[config.mk]
export PLATFORM = sky130hd
export DESIGN_NAME = scr_spi_ctrl
export DESIGN_NICKNAME = d
export VERILOG_FILES = /design/src/scr_pkg.sv /design/src/scr_spi_ctrl.sv
export VERILOG_INCLUDE_DIRS = /design/src
export SDC_FILE = /design/constraint.sdc
export NUM_CORES = 1
export LEC_CHECK = 0
export BUFFER_PORTS_ARGS = -buffer_cell sky130_fd_sc_hd__clkbuf_2
export CORE_ASPECT_RATIO = 1.1
export CORE_UTILIZATION = 35
export CTS_CLUSTER_DIAMETER = 40
export CTS_CLUSTER_SIZE = 10
export DETAILED_ROUTE_END_ITERATION = 10
export SYNTH_ARGS = -nofsm -noshare
export SYNTH_HDL_FRONTEND = slang
export SYNTH_SLANG_ARGS = --single-unit
[constraint.sdc]
create_clock -name ref_clk -period 2.8 [get_ports ref_clk]
set_input_delay 0.14 -clock ref_clk [delete_from_list [all_inputs] [get_ports ref_clk]]
set_output_delay 0.14 -clock ref_clk [all_outputs]
set_load 0.01 [all_outputs]
[src/scr_map.svh]
`ifndef SCR_MAP_SVH
`define SCR_MAP_SVH

// ----------------------------------------
// Register byte offsets
// ----------------------------------------
`define SCR_OFF_MODE 8'h00
`define SCR_OFF_CTL  8'h04
`define SCR_OFF_TXD  8'h08
`define SCR_OFF_RXD  8'h0C
`define SCR_OFF_FLG  8'h10
`define SCR_OFF_IEN  8'h14

// ----------------------------------------
// Field positions
// ----------------------------------------
`define SCR_MODE_LEN_LSB 8
`define SCR_CTL_EN       0
`define SCR_CTL_SRST     1
`define SCR_FLG_BSY      7
`define SCR_FLG_OVR      3
`define SCR_FLG_EOT      2

// ----------------------------------------
// Reset values
// ----------------------------------------
`define SCR_LEN_RST  4'h7
`define SCR_FLG_RST  4'h1

`endif

[src/scr_pkg.sv]
package scr_pkg;

   // ----------------------------------------
   // Mode fields
   // ----------------------------------------
   typedef struct packed {
      logic [3:0] len;
      logic       pull;
      logic       nodiv;
      logic       lsb;
      logic       clock_phase_sel;
      logic       clock_polarity_sel;
      logic       master_select;
   } scr_mode_t;

   // Flag order matches bits 3..0 of the flag word
   typedef struct packed {
      logic ovr;
      logic eot;
      logic rxf;
      logic txe;
   } scr_flag_t;

   // ----------------------------------------
   // Whole block state
   // ----------------------------------------
   typedef struct packed {
      scr_mode_t   mode;
      logic        en;
      logic        srst;
      logic [3:0]  inte;
      scr_flag_t   flg;
      logic [15:0] txbuf;
      logic [15:0] rxbuf;
      logic [15:0] sh;
      logic        rxbit;
      logic [3:0]  cnt;
      logic        busy;
      logic        sclk;
      logic        sclk_oe_n;
      logic        sdo;
      logic        pull_en;
      logic        irq;
      logic [3:0]  s1;
      logic [3:0]  s2;
      logic [3:0]  s3;
      logic [3:0]  f;
      logic [3:0]  fp;
      logic        pready;
      logic        pslverr;
      logic [31:0] prdata;
   } scr_state_t;

endpackage

[src/scr_spi_ctrl.sv]
// The address map and the APB slave port were left to the implementer.
`timescale 1ns/1ps
`include "scr_map.svh"
// Contract
// - End flag sets when word done, buffer empty
// - Receive-full sets on word moved to buffer
// - Transmit-empty sets when buffer enters shifter
// - Overrun sets when word lands on unread
// - Request only for enabled set flags
// - Activity bit 7: master busy, slave selected
// - Word length is length field plus one
// - Pull bit drives input pull enable
// - Master clock undivided or timer half
// - Low bit first selects shift direction
// - Phase and polarity bits shape clock
// - Master bit selects master or slave
// - Mode writes only while unit disabled
// - Soft reset clears shifter, counter, self-clears
// - Unit works only while enabled
// - Sixteen-bit transmit buffer; write starts master
// - Bits above length never shifted out
// - Receive bits above length read zero
// - Enable or soft reset clears receive
// - Transmit-empty resets one, others zero
// - Flags and enables at bits 3..0

module scr_spi_ctrl #(
   parameter int ADDR_W = 8
) (
   // Clock and reset
   input  wire logic              ref_clk,
   input  wire logic              sys_rst,
   // APB slave
   input  wire logic [ADDR_W-1:0] paddr,
   input  wire logic              psel,
   input  wire logic              penable,
   input  wire logic              pwrite,
   input  wire logic [31:0]       pwdata,
   output logic      [31:0]       prdata,
   output logic                   pready,
   output logic                   pslverr,
   // Serial pins
   input  wire logic              serial_clock_in,
   output logic                   serial_clock_out,
   output logic                   serial_clock_oe_n,
   input  wire logic              serial_in_pin,
   output logic                   serial_out_pin,
   input  wire logic              select_in_pin_n,
   output logic                   input_pull_en,
   // Timer clock and interrupt
   input  wire logic              unit_clock,
   output logic                   irq
);

   // ----------------------------------------
   // Parameter check
   // ----------------------------------------
   if (ADDR_W < 5 || ADDR_W > 32) begin : g_bad_addr
      $error("ADDR_W must lie in 5..32");
   end

   scr_pkg::scr_state_t r;
   scr_pkg::scr_state_t n;

   logic acc_st;
   logic xfer;
   logic wr;
   logic rd;
   logic h_mode;
   logic h_ctl;
   logic h_txd;
   logic h_rxd;
   logic h_flg;
   logic h_ien;
   logic ssn_f;
   logic sdi_f;
   logic tick;
   logic mst_on;
   logic slv_on;
   logic ev;
   logic lead;
   logic smp;
   logic shf;
   logic last;
   logic wdone;
   logic ld;
   logic act;

   // ----------------------------------------
   // Helpers
   // ----------------------------------------
   // Keeps bits up to the configured top bit
   function automatic logic [15:0] lmask(input logic [3:0] l);
      logic [15:0] v;
      v = '0;
      for (int i = 0; i < 16; i++) begin
         v[i] = (i <= int'(l));
      end
      return v;
   endfunction

   // One shift step; new bit lands at the word's own top in LSB mode
   function automatic logic [15:0] shin(input logic [15:0] s, input logic b,
                                        input logic lsb, input logic [3:0] l);
      logic [15:0] v;
      v = lsb ? {1'b0, s[15:1]} : {s[14:0], b};
      if (lsb) begin
         v[l] = b;
      end
      return v;
   endfunction

   // ----------------------------------------
   // Bus decode
   // ----------------------------------------
   // One wait state: answer registered in the first access cycle, shown in the second
   assign acc_st = psel & penable & ~r.pready;
   assign xfer   = psel & penable & r.pready;
   assign wr     = xfer & pwrite;
   assign rd     = xfer & ~pwrite;
   assign h_mode = paddr == ADDR_W'(`SCR_OFF_MODE);
   assign h_ctl  = paddr == ADDR_W'(`SCR_OFF_CTL);
   assign h_txd  = paddr == ADDR_W'(`SCR_OFF_TXD);
   assign h_rxd  = paddr == ADDR_W'(`SCR_OFF_RXD);
   assign h_flg  = paddr == ADDR_W'(`SCR_OFF_FLG);
   assign h_ien  = paddr == ADDR_W'(`SCR_OFF_IEN);

   // ----------------------------------------
   // Serial events
   // ----------------------------------------
   // Filtered pins; raw stages never reach this logic
   assign ssn_f  = r.f[2];
   assign sdi_f  = r.f[1];
   // Undivided runs a full serial clock per timer period
   assign tick   = r.mode.nodiv ? (r.f[3] ^ r.fp[3]) : (r.f[3] & ~r.fp[3]);
   assign mst_on = r.en & r.mode.master_select;
   assign slv_on = r.en & ~r.mode.master_select & ~ssn_f;
   assign ev     = mst_on ? (r.busy & tick) : (slv_on & (r.f[0] ^ r.fp[0]));
   assign lead   = mst_on ? (r.sclk == r.mode.clock_polarity_sel) : (r.fp[0] == r.mode.clock_polarity_sel);
   // Phase 0 samples on the leading edge, phase 1 on the trailing
   assign smp    = ev & (lead ^ r.mode.clock_phase_sel);
   assign shf    = ev & ~(lead ^ r.mode.clock_phase_sel);
   assign last   = r.cnt == r.mode.len;
   assign wdone  = r.mode.clock_phase_sel ? (smp & last) : (shf & last);
   assign ld     = r.en & ~r.flg.txe & (~r.busy | wdone);
   assign act    = r.mode.master_select ? r.busy : ~ssn_f;

   // ----------------------------------------
   // Next state
   // ----------------------------------------
   always_comb begin
      logic [31:0] rv;
      rv = '0;
      n  = r;

      // Three-stage input filter: accept once stages two and three agree
      n.s1 = {unit_clock, select_in_pin_n, serial_in_pin, serial_clock_in};
      n.s2 = r.s1;
      n.s3 = r.s2;
      n.fp = r.f;
      for (int i = 0; i < 4; i++) begin
         if (r.s2[i] == r.s3[i]) begin
            n.f[i] = r.s3[i];
         end
      end

      // Read mux; reserved bits stay zero
      if (h_mode) begin
         rv[11:8] = r.mode.len;
         rv[5:0]  = {r.mode.pull, r.mode.nodiv, r.mode.lsb,
                     r.mode.clock_phase_sel, r.mode.clock_polarity_sel, r.mode.master_select};
      end else if (h_ctl) begin
         rv[1:0] = {r.srst, r.en};
      end else if (h_txd) begin
         rv[15:0] = r.txbuf;
      end else if (h_rxd) begin
         rv[15:0] = r.rxbuf;
      end else if (h_flg) begin
         rv[`SCR_FLG_BSY] = act;
         rv[3:0] = r.flg;
      end else if (h_ien) begin
         rv[3:0] = r.inte;
      end

      // Bus answer: one-cycle ready, error on unmapped address
      n.pready  = 1'b0;
      n.pslverr = 1'b0;
      if (acc_st) begin
         n.pready  = 1'b1;
         n.pslverr = ~(h_mode | h_ctl | h_txd | h_rxd | h_flg | h_ien);
         n.prdata  = rv;
      end

      // Register writes; flag clears come before hardware sets
      if (wr) begin
         if (h_mode) begin
            // Locked while enabled so a running word keeps its format
            if (!r.en) begin
               n.mode.len   = pwdata[11:8];
               n.mode.pull  = pwdata[5];
               n.mode.nodiv = pwdata[4];
               n.mode.lsb   = pwdata[3];
               n.mode.clock_phase_sel  = pwdata[2];
               n.mode.clock_polarity_sel  = pwdata[1];
               n.mode.master_select   = pwdata[0];
            end
         end else if (h_ctl) begin
            n.en = pwdata[`SCR_CTL_EN];
            if (pwdata[`SCR_CTL_SRST]) begin
               n.srst = 1'b1;
            end
            if (pwdata[`SCR_CTL_EN] | pwdata[`SCR_CTL_SRST]) begin
               n.rxbuf = '0;
            end
         end else if (h_txd) begin
            n.txbuf   = pwdata[15:0];
            n.flg.txe = 1'b0;
         end else if (h_flg) begin
            if (pwdata[`SCR_FLG_OVR]) begin
               n.flg.ovr = 1'b0;
            end
            if (pwdata[`SCR_FLG_EOT]) begin
               n.flg.eot = 1'b0;
            end
         end else if (h_ien) begin
            n.inte = pwdata[3:0];
         end
      end
      if (rd && h_rxd) begin
         n.flg.rxf = 1'b0;
      end

      // Sample edge
      if (smp) begin
         n.rxbit = sdi_f;
         if (r.mode.clock_phase_sel) begin
            n.cnt = r.cnt + 4'h1;
            // Last trailing edge shifts at once so the word closes here
            if (last) begin
               n.sh = shin(r.sh, sdi_f, r.mode.lsb, r.mode.len);
            end
         end
      end

      // Shift edge; phase 1 skips the first leading edge
      if (shf) begin
         if (!r.mode.clock_phase_sel) begin
            n.sh  = shin(r.sh, r.rxbit, r.mode.lsb, r.mode.len);
            n.cnt = r.cnt + 4'h1;
         end else if (r.cnt != 4'h0) begin
            n.sh = shin(r.sh, r.rxbit, r.mode.lsb, r.mode.len);
         end
      end
      if (ev && !r.mode.master_select) begin
         n.busy = 1'b1;
      end
      if (mst_on && ev) begin
         n.sclk = ~r.sclk;
      end

      // Word complete
      if (wdone) begin
         n.cnt   = 4'h0;
         n.busy  = 1'b0;
         n.rxbuf = n.sh & lmask(r.mode.len);
         n.flg.rxf = 1'b1;
         if (r.flg.rxf) begin
            n.flg.ovr = 1'b1;
         end
         if (r.flg.txe) begin
            n.flg.eot = 1'b1;
         end
      end

      // Buffer to shifter; a master keeps clocking while words queue
      if (ld) begin
         n.sh      = r.txbuf;
         n.cnt     = 4'h0;
         n.flg.txe = 1'b1;
         if (r.mode.master_select) begin
            n.busy = 1'b1;
         end
      end

      // Deselect drops a partial slave word
      if (r.en && !r.mode.master_select && ssn_f) begin
         n.cnt  = 4'h0;
         n.busy = 1'b0;
      end

      // Soft reset takes one cycle and then clears itself
      if (r.srst) begin
         n.sh    = '0;
         n.cnt   = 4'h0;
         n.busy  = 1'b0;
         n.rxbit = 1'b0;
         n.srst  = 1'b0;
      end

      // Idle clock level follows polarity; disabled master stops
      if (!n.busy) begin
         n.sclk = r.mode.clock_polarity_sel;
      end

      // Pin and interrupt outputs
      // Only bits up to the word's top are ever presented; in phase 1 the
      // data holds across the edge the far side samples on, even at word close
      if (!(smp && r.mode.clock_phase_sel)) begin
         n.sdo = r.mode.lsb ? n.sh[0] : n.sh[r.mode.len];
      end
      n.sclk_oe_n = ~(r.en & r.mode.master_select);
      n.pull_en   = r.mode.pull;
      n.irq       = |(n.flg & n.inte);
   end

   // ----------------------------------------
   // State register
   // ----------------------------------------
   always_ff @(posedge ref_clk) begin
      if (sys_rst) begin
         r           <= '0;
         r.mode.len  <= `SCR_LEN_RST;
         r.flg       <= `SCR_FLG_RST;
         r.sclk_oe_n <= 1'b1;
         // Select idles high; a zero here would read as activity after reset
         r.s1        <= 4'h4;
         r.s2        <= 4'h4;
         r.s3        <= 4'h4;
         r.f         <= 4'h4;
         r.fp        <= 4'h4;
      end else begin
         r <= n;
      end
   end

   // Outputs straight from the state register
   assign prdata            = r.prdata;
   assign pready            = r.pready;
   assign pslverr           = r.pslverr;
   assign serial_clock_out  = r.sclk;
   assign serial_clock_oe_n = r.sclk_oe_n;
   assign serial_out_pin    = r.sdo;
   assign input_pull_en     = r.pull_en;
   assign irq               = r.irq;
endmodule // scr_spi_ctrl

**After elaboration in Yosys (flattened, before gate mapping)**

Cells that the tools add are included.

- Add/sub/neg operators: 1
- Magnitude comparators: 17
- Equal/unequal tests: 14
- Multiplexer cells: 70
- Bitwise gates (word level): 44
- Reductions and logical operators: 22

Operator list:

| kind | count |
|---|---|
| two-way mux 16 bit | 14 |
| two-way mux 33 bit | 2 |
| two-way mux 4 bit | 10 |
| two-way mux 17 bit | 2 |
| two-way mux 34 bit | 1 |
| bitwise mux 16 bit | 2 |
| <= comparator 4 bit, first input constant | 8 |
| two-way mux 6 bit | 5 |
| two-way mux 22 bit | 1 |
| two-way mux 21 bit | 1 |
| two-way mux 1 bit | 20 |
| AND 1 bit | 17 |
| AND 16 bit | 1 |
| equality test 8 x 4 -> 1 bit, second input constant | 2 |
| equality test 8 x 5 -> 1 bit, second input constant | 2 |
| <= comparator 3 x 4 -> 1 bit, first input constant | 4 |
| two-way mux 5 bit | 3 |
| inverter 1 bit | 15 |
| two-way mux 14 bit | 1 |
| AND reduction 4 bit | 3 |
| equality test 8 x 3 -> 1 bit, second input constant | 1 |
| <= comparator 2 x 4 -> 1 bit, first input constant | 2 |
| zero test 8 bit | 1 |
| two-way mux 8 bit | 1 |
| 22 further kinds | 49 |

- Register bits after elaboration: 117
- Input bits: 49
- Word-level logic and storage cells: 204

**Logic depth before layout (Yosys ltp)**

- Depth after elaboration: 19
- Mapped depth: 13
- Gate-level depth less buffers: 11

**Worst setup path after synthesis**

OpenSTA, ideal clock, no wires.

- Path kind: register to register
- Start: register r[123] (netlist name)
- End: register r, in the netlist serial_out_pin
- Setup time: 0.127 ns
- Arrival time: 2.462 ns
- Data required time: 2.673 ns
- Setup slack: 0.211 ns
- Stages on the path, launching flop included: 13
- Buffers on the path: 3
- Period minus slack after synthesis: 2.589 ns
- Cells stage by stage: dfxtp_1 > buf_6 > a21bo_1 > and3_4 > buf_6 > o221a_2 > buf_2 > nand2_2 > mux2_2 > o21ai_0 > o2111ai_1 > nor4_1 > a21oi_1

- Cells in the longest elaborated chain, start to end: 15

Ends and longest elaborated chain:

| element | line | text |
|---|---|---|
| start, declared | scr_spi_ctrl.sv:62 | `scr_pkg::scr_state_t r;` |
| start signal, assigned | scr_spi_ctrl.sv:332 | `r <= n;` |
| inverter 1 bit | scr_spi_ctrl.sv:137 | `assign slv_on = r.en & ~r.mode.master_select & ~ssn_f;` |
| AND 1 bit (2 in series) | scr_spi_ctrl.sv:137 |  |
| AND 1 bit | scr_spi_ctrl.sv:138 | `assign ev = mst_on ? (r.busy & tick) : (slv_on & (r.f[0] ^ r.fp[0]));` |
| two-way mux 1 bit | scr_spi_ctrl.sv:138 |  |
| AND 1 bit, on equally long branches | scr_spi_ctrl.sv:141, scr_spi_ctrl.sv:142 |  |
| two-way mux 21 bit / AND 1 bit (equally long branches) | scr_spi_ctrl.sv:234, scr_spi_ctrl.sv:144 |  |
| two-way mux 16 bit / two-way mux 1 bit (equally long branches) | scr_spi_ctrl.sv:250, scr_spi_ctrl.sv:144 |  |
| two-way mux 16 bit / bitwise OR 1 bit (equally long branches) | scr_spi_ctrl.sv:247, scr_spi_ctrl.sv:145 |  |
| two-way mux 16 bit / AND 1 bit (equally long branches) | scr_spi_ctrl.sv:246, scr_spi_ctrl.sv:145 |  |
| two-way mux 16 bit | scr_spi_ctrl.sv:276 | `if (ld) begin` |
| two-way mux 22 bit | scr_spi_ctrl.sv:292 | `if (r.srst) begin` |
| binary-select mux 1 bit (select 4 bit) | scr_spi_ctrl.sv:309 | `n.sdo = r.mode.lsb ? n.sh[0] : n.sh[r.mode.len];` |
| two-way mux 1 bit (not written as such) | scr_spi_ctrl.sv:309 |  |
| two-way mux 1 bit | scr_spi_ctrl.sv:309 |  |

Several ways; a longest one is shown, not always the timed one. The select of a mux whose other input is x is not followed.
A chain may end at the register's enable or synchronous reset.

**Worst setup path in the final report**

- Start: register r[34] (netlist name)
- End: register r, in the netlist serial_out_pin

- Cells in the longest elaborated chain, start to end: 14

Ends and longest elaborated chain:

| element | line | text |
|---|---|---|
| equality test 1 bit | scr_spi_ctrl.sv:139 | `assign lead = mst_on ? (r.sclk == r.mode.clock_polarity_sel) : (r.fp[0] == r.mode.clock_polarity_sel);` |
| two-way mux 1 bit | scr_spi_ctrl.sv:139 |  |
| XOR 1 bit | scr_spi_ctrl.sv:141, scr_spi_ctrl.sv:142 |  |
| inverter 1 bit | scr_spi_ctrl.sv:142 | `assign shf = ev & ~(lead ^ r.mode.clock_phase_sel);` |
| AND 1 bit | scr_spi_ctrl.sv:142 |  |
| AND 1 bit | scr_spi_ctrl.sv:144 | `assign wdone = r.mode.clock_phase_sel ? (smp & last) : (shf & last);` |
| two-way mux 1 bit | scr_spi_ctrl.sv:144 |  |
| bitwise OR 1 bit | scr_spi_ctrl.sv:145 | `assign ld = r.en & ~r.flg.txe & (~r.busy \| wdone);` |
| AND 1 bit | scr_spi_ctrl.sv:145 |  |
| two-way mux 16 bit | scr_spi_ctrl.sv:276 |  |
| two-way mux 22 bit | scr_spi_ctrl.sv:292 |  |
| binary-select mux 1 bit (select 4 bit) | scr_spi_ctrl.sv:309 |  |
| two-way mux 1 bit (not written as such) | scr_spi_ctrl.sv:309 |  |
| two-way mux 1 bit | scr_spi_ctrl.sv:309 |  |

Several ways; a longest one is shown, not always the timed one. The select of a mux whose other input is x is not followed.

==> impl_metrics.tcl <==
set metrics [dict create \
    fin_crit_ns 2.77 \
    root_buffer "clkbuf_16" \
    io_buffers 55 \
    clkPwrFrac_pct 56.1 \
    coreArea_um2 17700 \
    drt_iter0_drc 472 \
    routedWlPerCell_um 17.2 \
    diodes 0 \
    crit_required_ns 3.15 \
    fillers 1785 \
    critical_path_class "flip-flop to flip-flop" \
    dieArea_um2 18700 \
    swShare_pct 23.2 \
    max-slew-margin-rel_pct 39.5 \
    status "complete, no violations" \
    ys_seq_elements 115 \
    clockBufferDepth 2 \
    clk_latency_ns 0.42 \
    dr_total_vias 6384 \
    endpoint_kind "flip-flop" \
    dp.cells 1129 \
    p_switching_uw 954 \
    fin_crit_sh_pct 99.0 \
    globalplace.congestion 0.918 \
    fin_skew_ns 0.0106 \
    cts.sinks 115 \
    rows 51 \
    h-tree-depth 4 \
    ant_nets 0 \
    rsz0062_at_grt "true" \
    initial_utilization_pct 35.8 \
    clkSlewWorstSetupHoldPaths_ns 0.06 \
    drt_first_pass_iters 5 \
    ys_async_sr_fraction_pct 0 \
    area_growth_syn_to_layout_pct 25.7 \
    grt_pass1_vias 5960 \
    startpoint_type "flip-flop" \
    grt_usage_pct 22.2 \
    fin_cells 1177 \
    sequentialPowerShare_pct 40.2 \
    ios 88 \
    yosys_warnings 0 \
    cp-startpoint "r[34]" \
    nets 978 \
    fmax_ghz 0.361 \
    p_leak_uw 0.00311 \
    die_w_um 130 \
    grt_overflow 0 \
    synth_cells 830 \
    ys_types 70 \
    pwr-share-comb_pct 3.7 \
    die_h_um 143 \
    power.density_nw_per_um2 517 \
    drc 0 \
    hold_viol_final 0 \
    worstReg2RegStart "r[34]" \
    fin_tns_setup_ns 0 \
    drv_cap 0 \
    drv_slew 0 \
    worstMarginPinSlew_ns 0.908 \
    antenna_found_initial 0 \
    wirelength_um 20200 \
    critPathMaxFanout 4 \
    cts_buffers 17 \
    grt_pass1_wl_um 31700 \
    hold_class "input pin to flip-flop" \
    vias_per_cell 5.42 \
    synth_edf_count 0 \
    grt_start_max_net_pins 87 \
    power.internal_uw 3160 \
    netlist_area_um2 6340 \
    synthFlopType "dfxtp_1" \
    crit_arrival_ns 3.12 \
    syn_area_per_cell_um2 7.64 \
    cts_tree "built" \
    hp-start "pwdata[11]" \
    yosysSeqAreaShare_pct 36.3 \
    drive_gt1_share_pct 21.6 \
    ir_drop_uv 429 \
    setup_viol 0 \
    hpwl_um 14500 \
]
-- synthesized netlist by cell type (11+ instances only) --
| cell type | n | area [um2] |
|---|---|---|
| nor2_1 | 98 | 368 |
| mux2i_1 | 38 | 380 |
| dfxtp_1 | 115 | 2300 |
| nor2b_1 | 16 | 100 |
| a31oi_1 | 18 | 113 |
| nand3_1 | 23 | 115 |
| nand4_1 | 11 | 68.8 |
| inv_1 | 13 | 48.8 |
| buf_4 | 32 | 240 |
| nand2_1 | 112 | 420 |
| o21ai_0 | 39 | 195 |
| nor3_1 | 26 | 130 |
| clkbuf_1 | 46 | 173 |
| a21oi_1 | 79 | 395 |
-- metrics by stage --
stage	cell area (um2)	setup slack, ns	util (%)	total power (uW)	hold WS, ns
finish	7970	0.0268	44.9	4120	0.00797
global route	7970	-0.112	44.9	4220	0.0131
CTS	7910	-0.0207	44.6	4130	0.00732
detailed placement	7130	-0.0606	40.2	1830	0.328
global placement	7130	-0.0410	40.2	1830	0.324
floorplan	6400	0.211	-	1790	0.220
-- sequential cells by signal (all words and copies together) (netlist names) --
| register | cells |
|---|---|
| serial_clock_out | 1 |
| r | 79 |
| irq | 1 |
| serial_out_pin | 1 |
| pslverr | 1 |
| prdata | 16 |
| serial_clock_oe_n | 1 |
| pready | 1 |
| input_pull_en | 1 |
| n | 13 |
-- power groups by stage --
| stage | clock, uW | combinational, uW | sequential [uW] |
|---|---|---|---|
| final | 2310 | 152 | 1660 |
| after floorplan | 0 | 102 | 1690 |
| after global routing | 2400 | 166 | 1660 |
| after global placement | 0 | 135 | 1690 |
| after detailed placement | 0 | 135 | 1690 |
| after CTS | 2320 | 152 | 1660 |
-- layer usage --
layer,wire length [um],vias to the layer above,GRT usage (%)
met2,9140,255,34.6
met5,0,-,0
li1,-,3096,-
met4,796,0,11.3
met1,8960,2977,28.9
met3,1310,56,4.57
-- cell families (layout without fill, tap and decap cells) --
logic type	after synthesis	count (layout)	synth area share, %
adder cells (fa/ha/maj)	3	3	0.592
flip-flops	115	115	36.3
buffers and inverters	105	199	8.52
other	1	16	0.0591
AND/OR/NAND/NOR	336	336	24.7
XOR/XNOR	9	9	1.24
multiplexers	43	43	6.88
AO/OA/AOI/OAI	218	218	21.7
-- final cells by class --
| class | count | area (um2) | share of cell area [%] |
|---|---|---|---|
| repair buffers | 154 | 1080 | 13.5 |
| clock inverters | 13 | 171 | 2.15 |
| multi-input cells | 625 | 3620 | 45.4 |
| flip-flops and latches | 115 | 2300 | 28.9 |
| well taps | 238 | 298 | 3.74 |
| inverters | 13 | 48.8 | 0.612 |
| clock buffers | 19 | 453 | 5.68 |
-- placed cells by master (no fill, tap or decap), types with 6 or more instances in the layout --
cell and n:
xor2_1 6, o22ai_1 6, nor2_1 98, buf_4 83, clkbuf_16 17, dfxtp_1 114
inv_1 13, and2_1 6, o211ai_1 9, or3_1 7, or2_2 7, clkbuf_2 54
nand2_1 112, conb_1 16, nand4_1 11, nand3_1 23, a32oi_1 9, nor2b_1 16
nand2b_1 6, mux2i_1 37, a21oi_1 78, o21ai_0 37, a31oi_1 18, dlygate4sd3_1 14
nor3_1 25, a211oi_1 9
-- timing repair --
item,in CTS,in global routing
hold endpoints to repair,16,0
cloned,0,0
endpoints found under the setup margin,2,2
resized for setup,3,11
pin swaps,0,3
hold buffers,14,0
setup buffers,0,2
-- worst max-delay path, stage by stage, from the launching register on --
cell and delay, ns:
dfxtp_1 0.34, a21bo_1 0.24, and3_4 0.20, a2111o_1 0.40, a21o_4 0.25, buf_4 0.14
and3_1 0.16, o311a_1 0.34, a2111oi_2 0.34, a32oi_1 0.14, a21oi_1 0.16
-- path summary, 6_finish.rpt --
kind                                        to  slack (ns)  cells after the start
worst min-delay path                    r[132]       0.008                      3
worst max-delay path            serial_out_pin        0.03                     10
worst max register to register  serial_out_pin        0.03                     10
worst min register to register           n[44]        0.40                      1
Power figures use the tool's default switching activity.
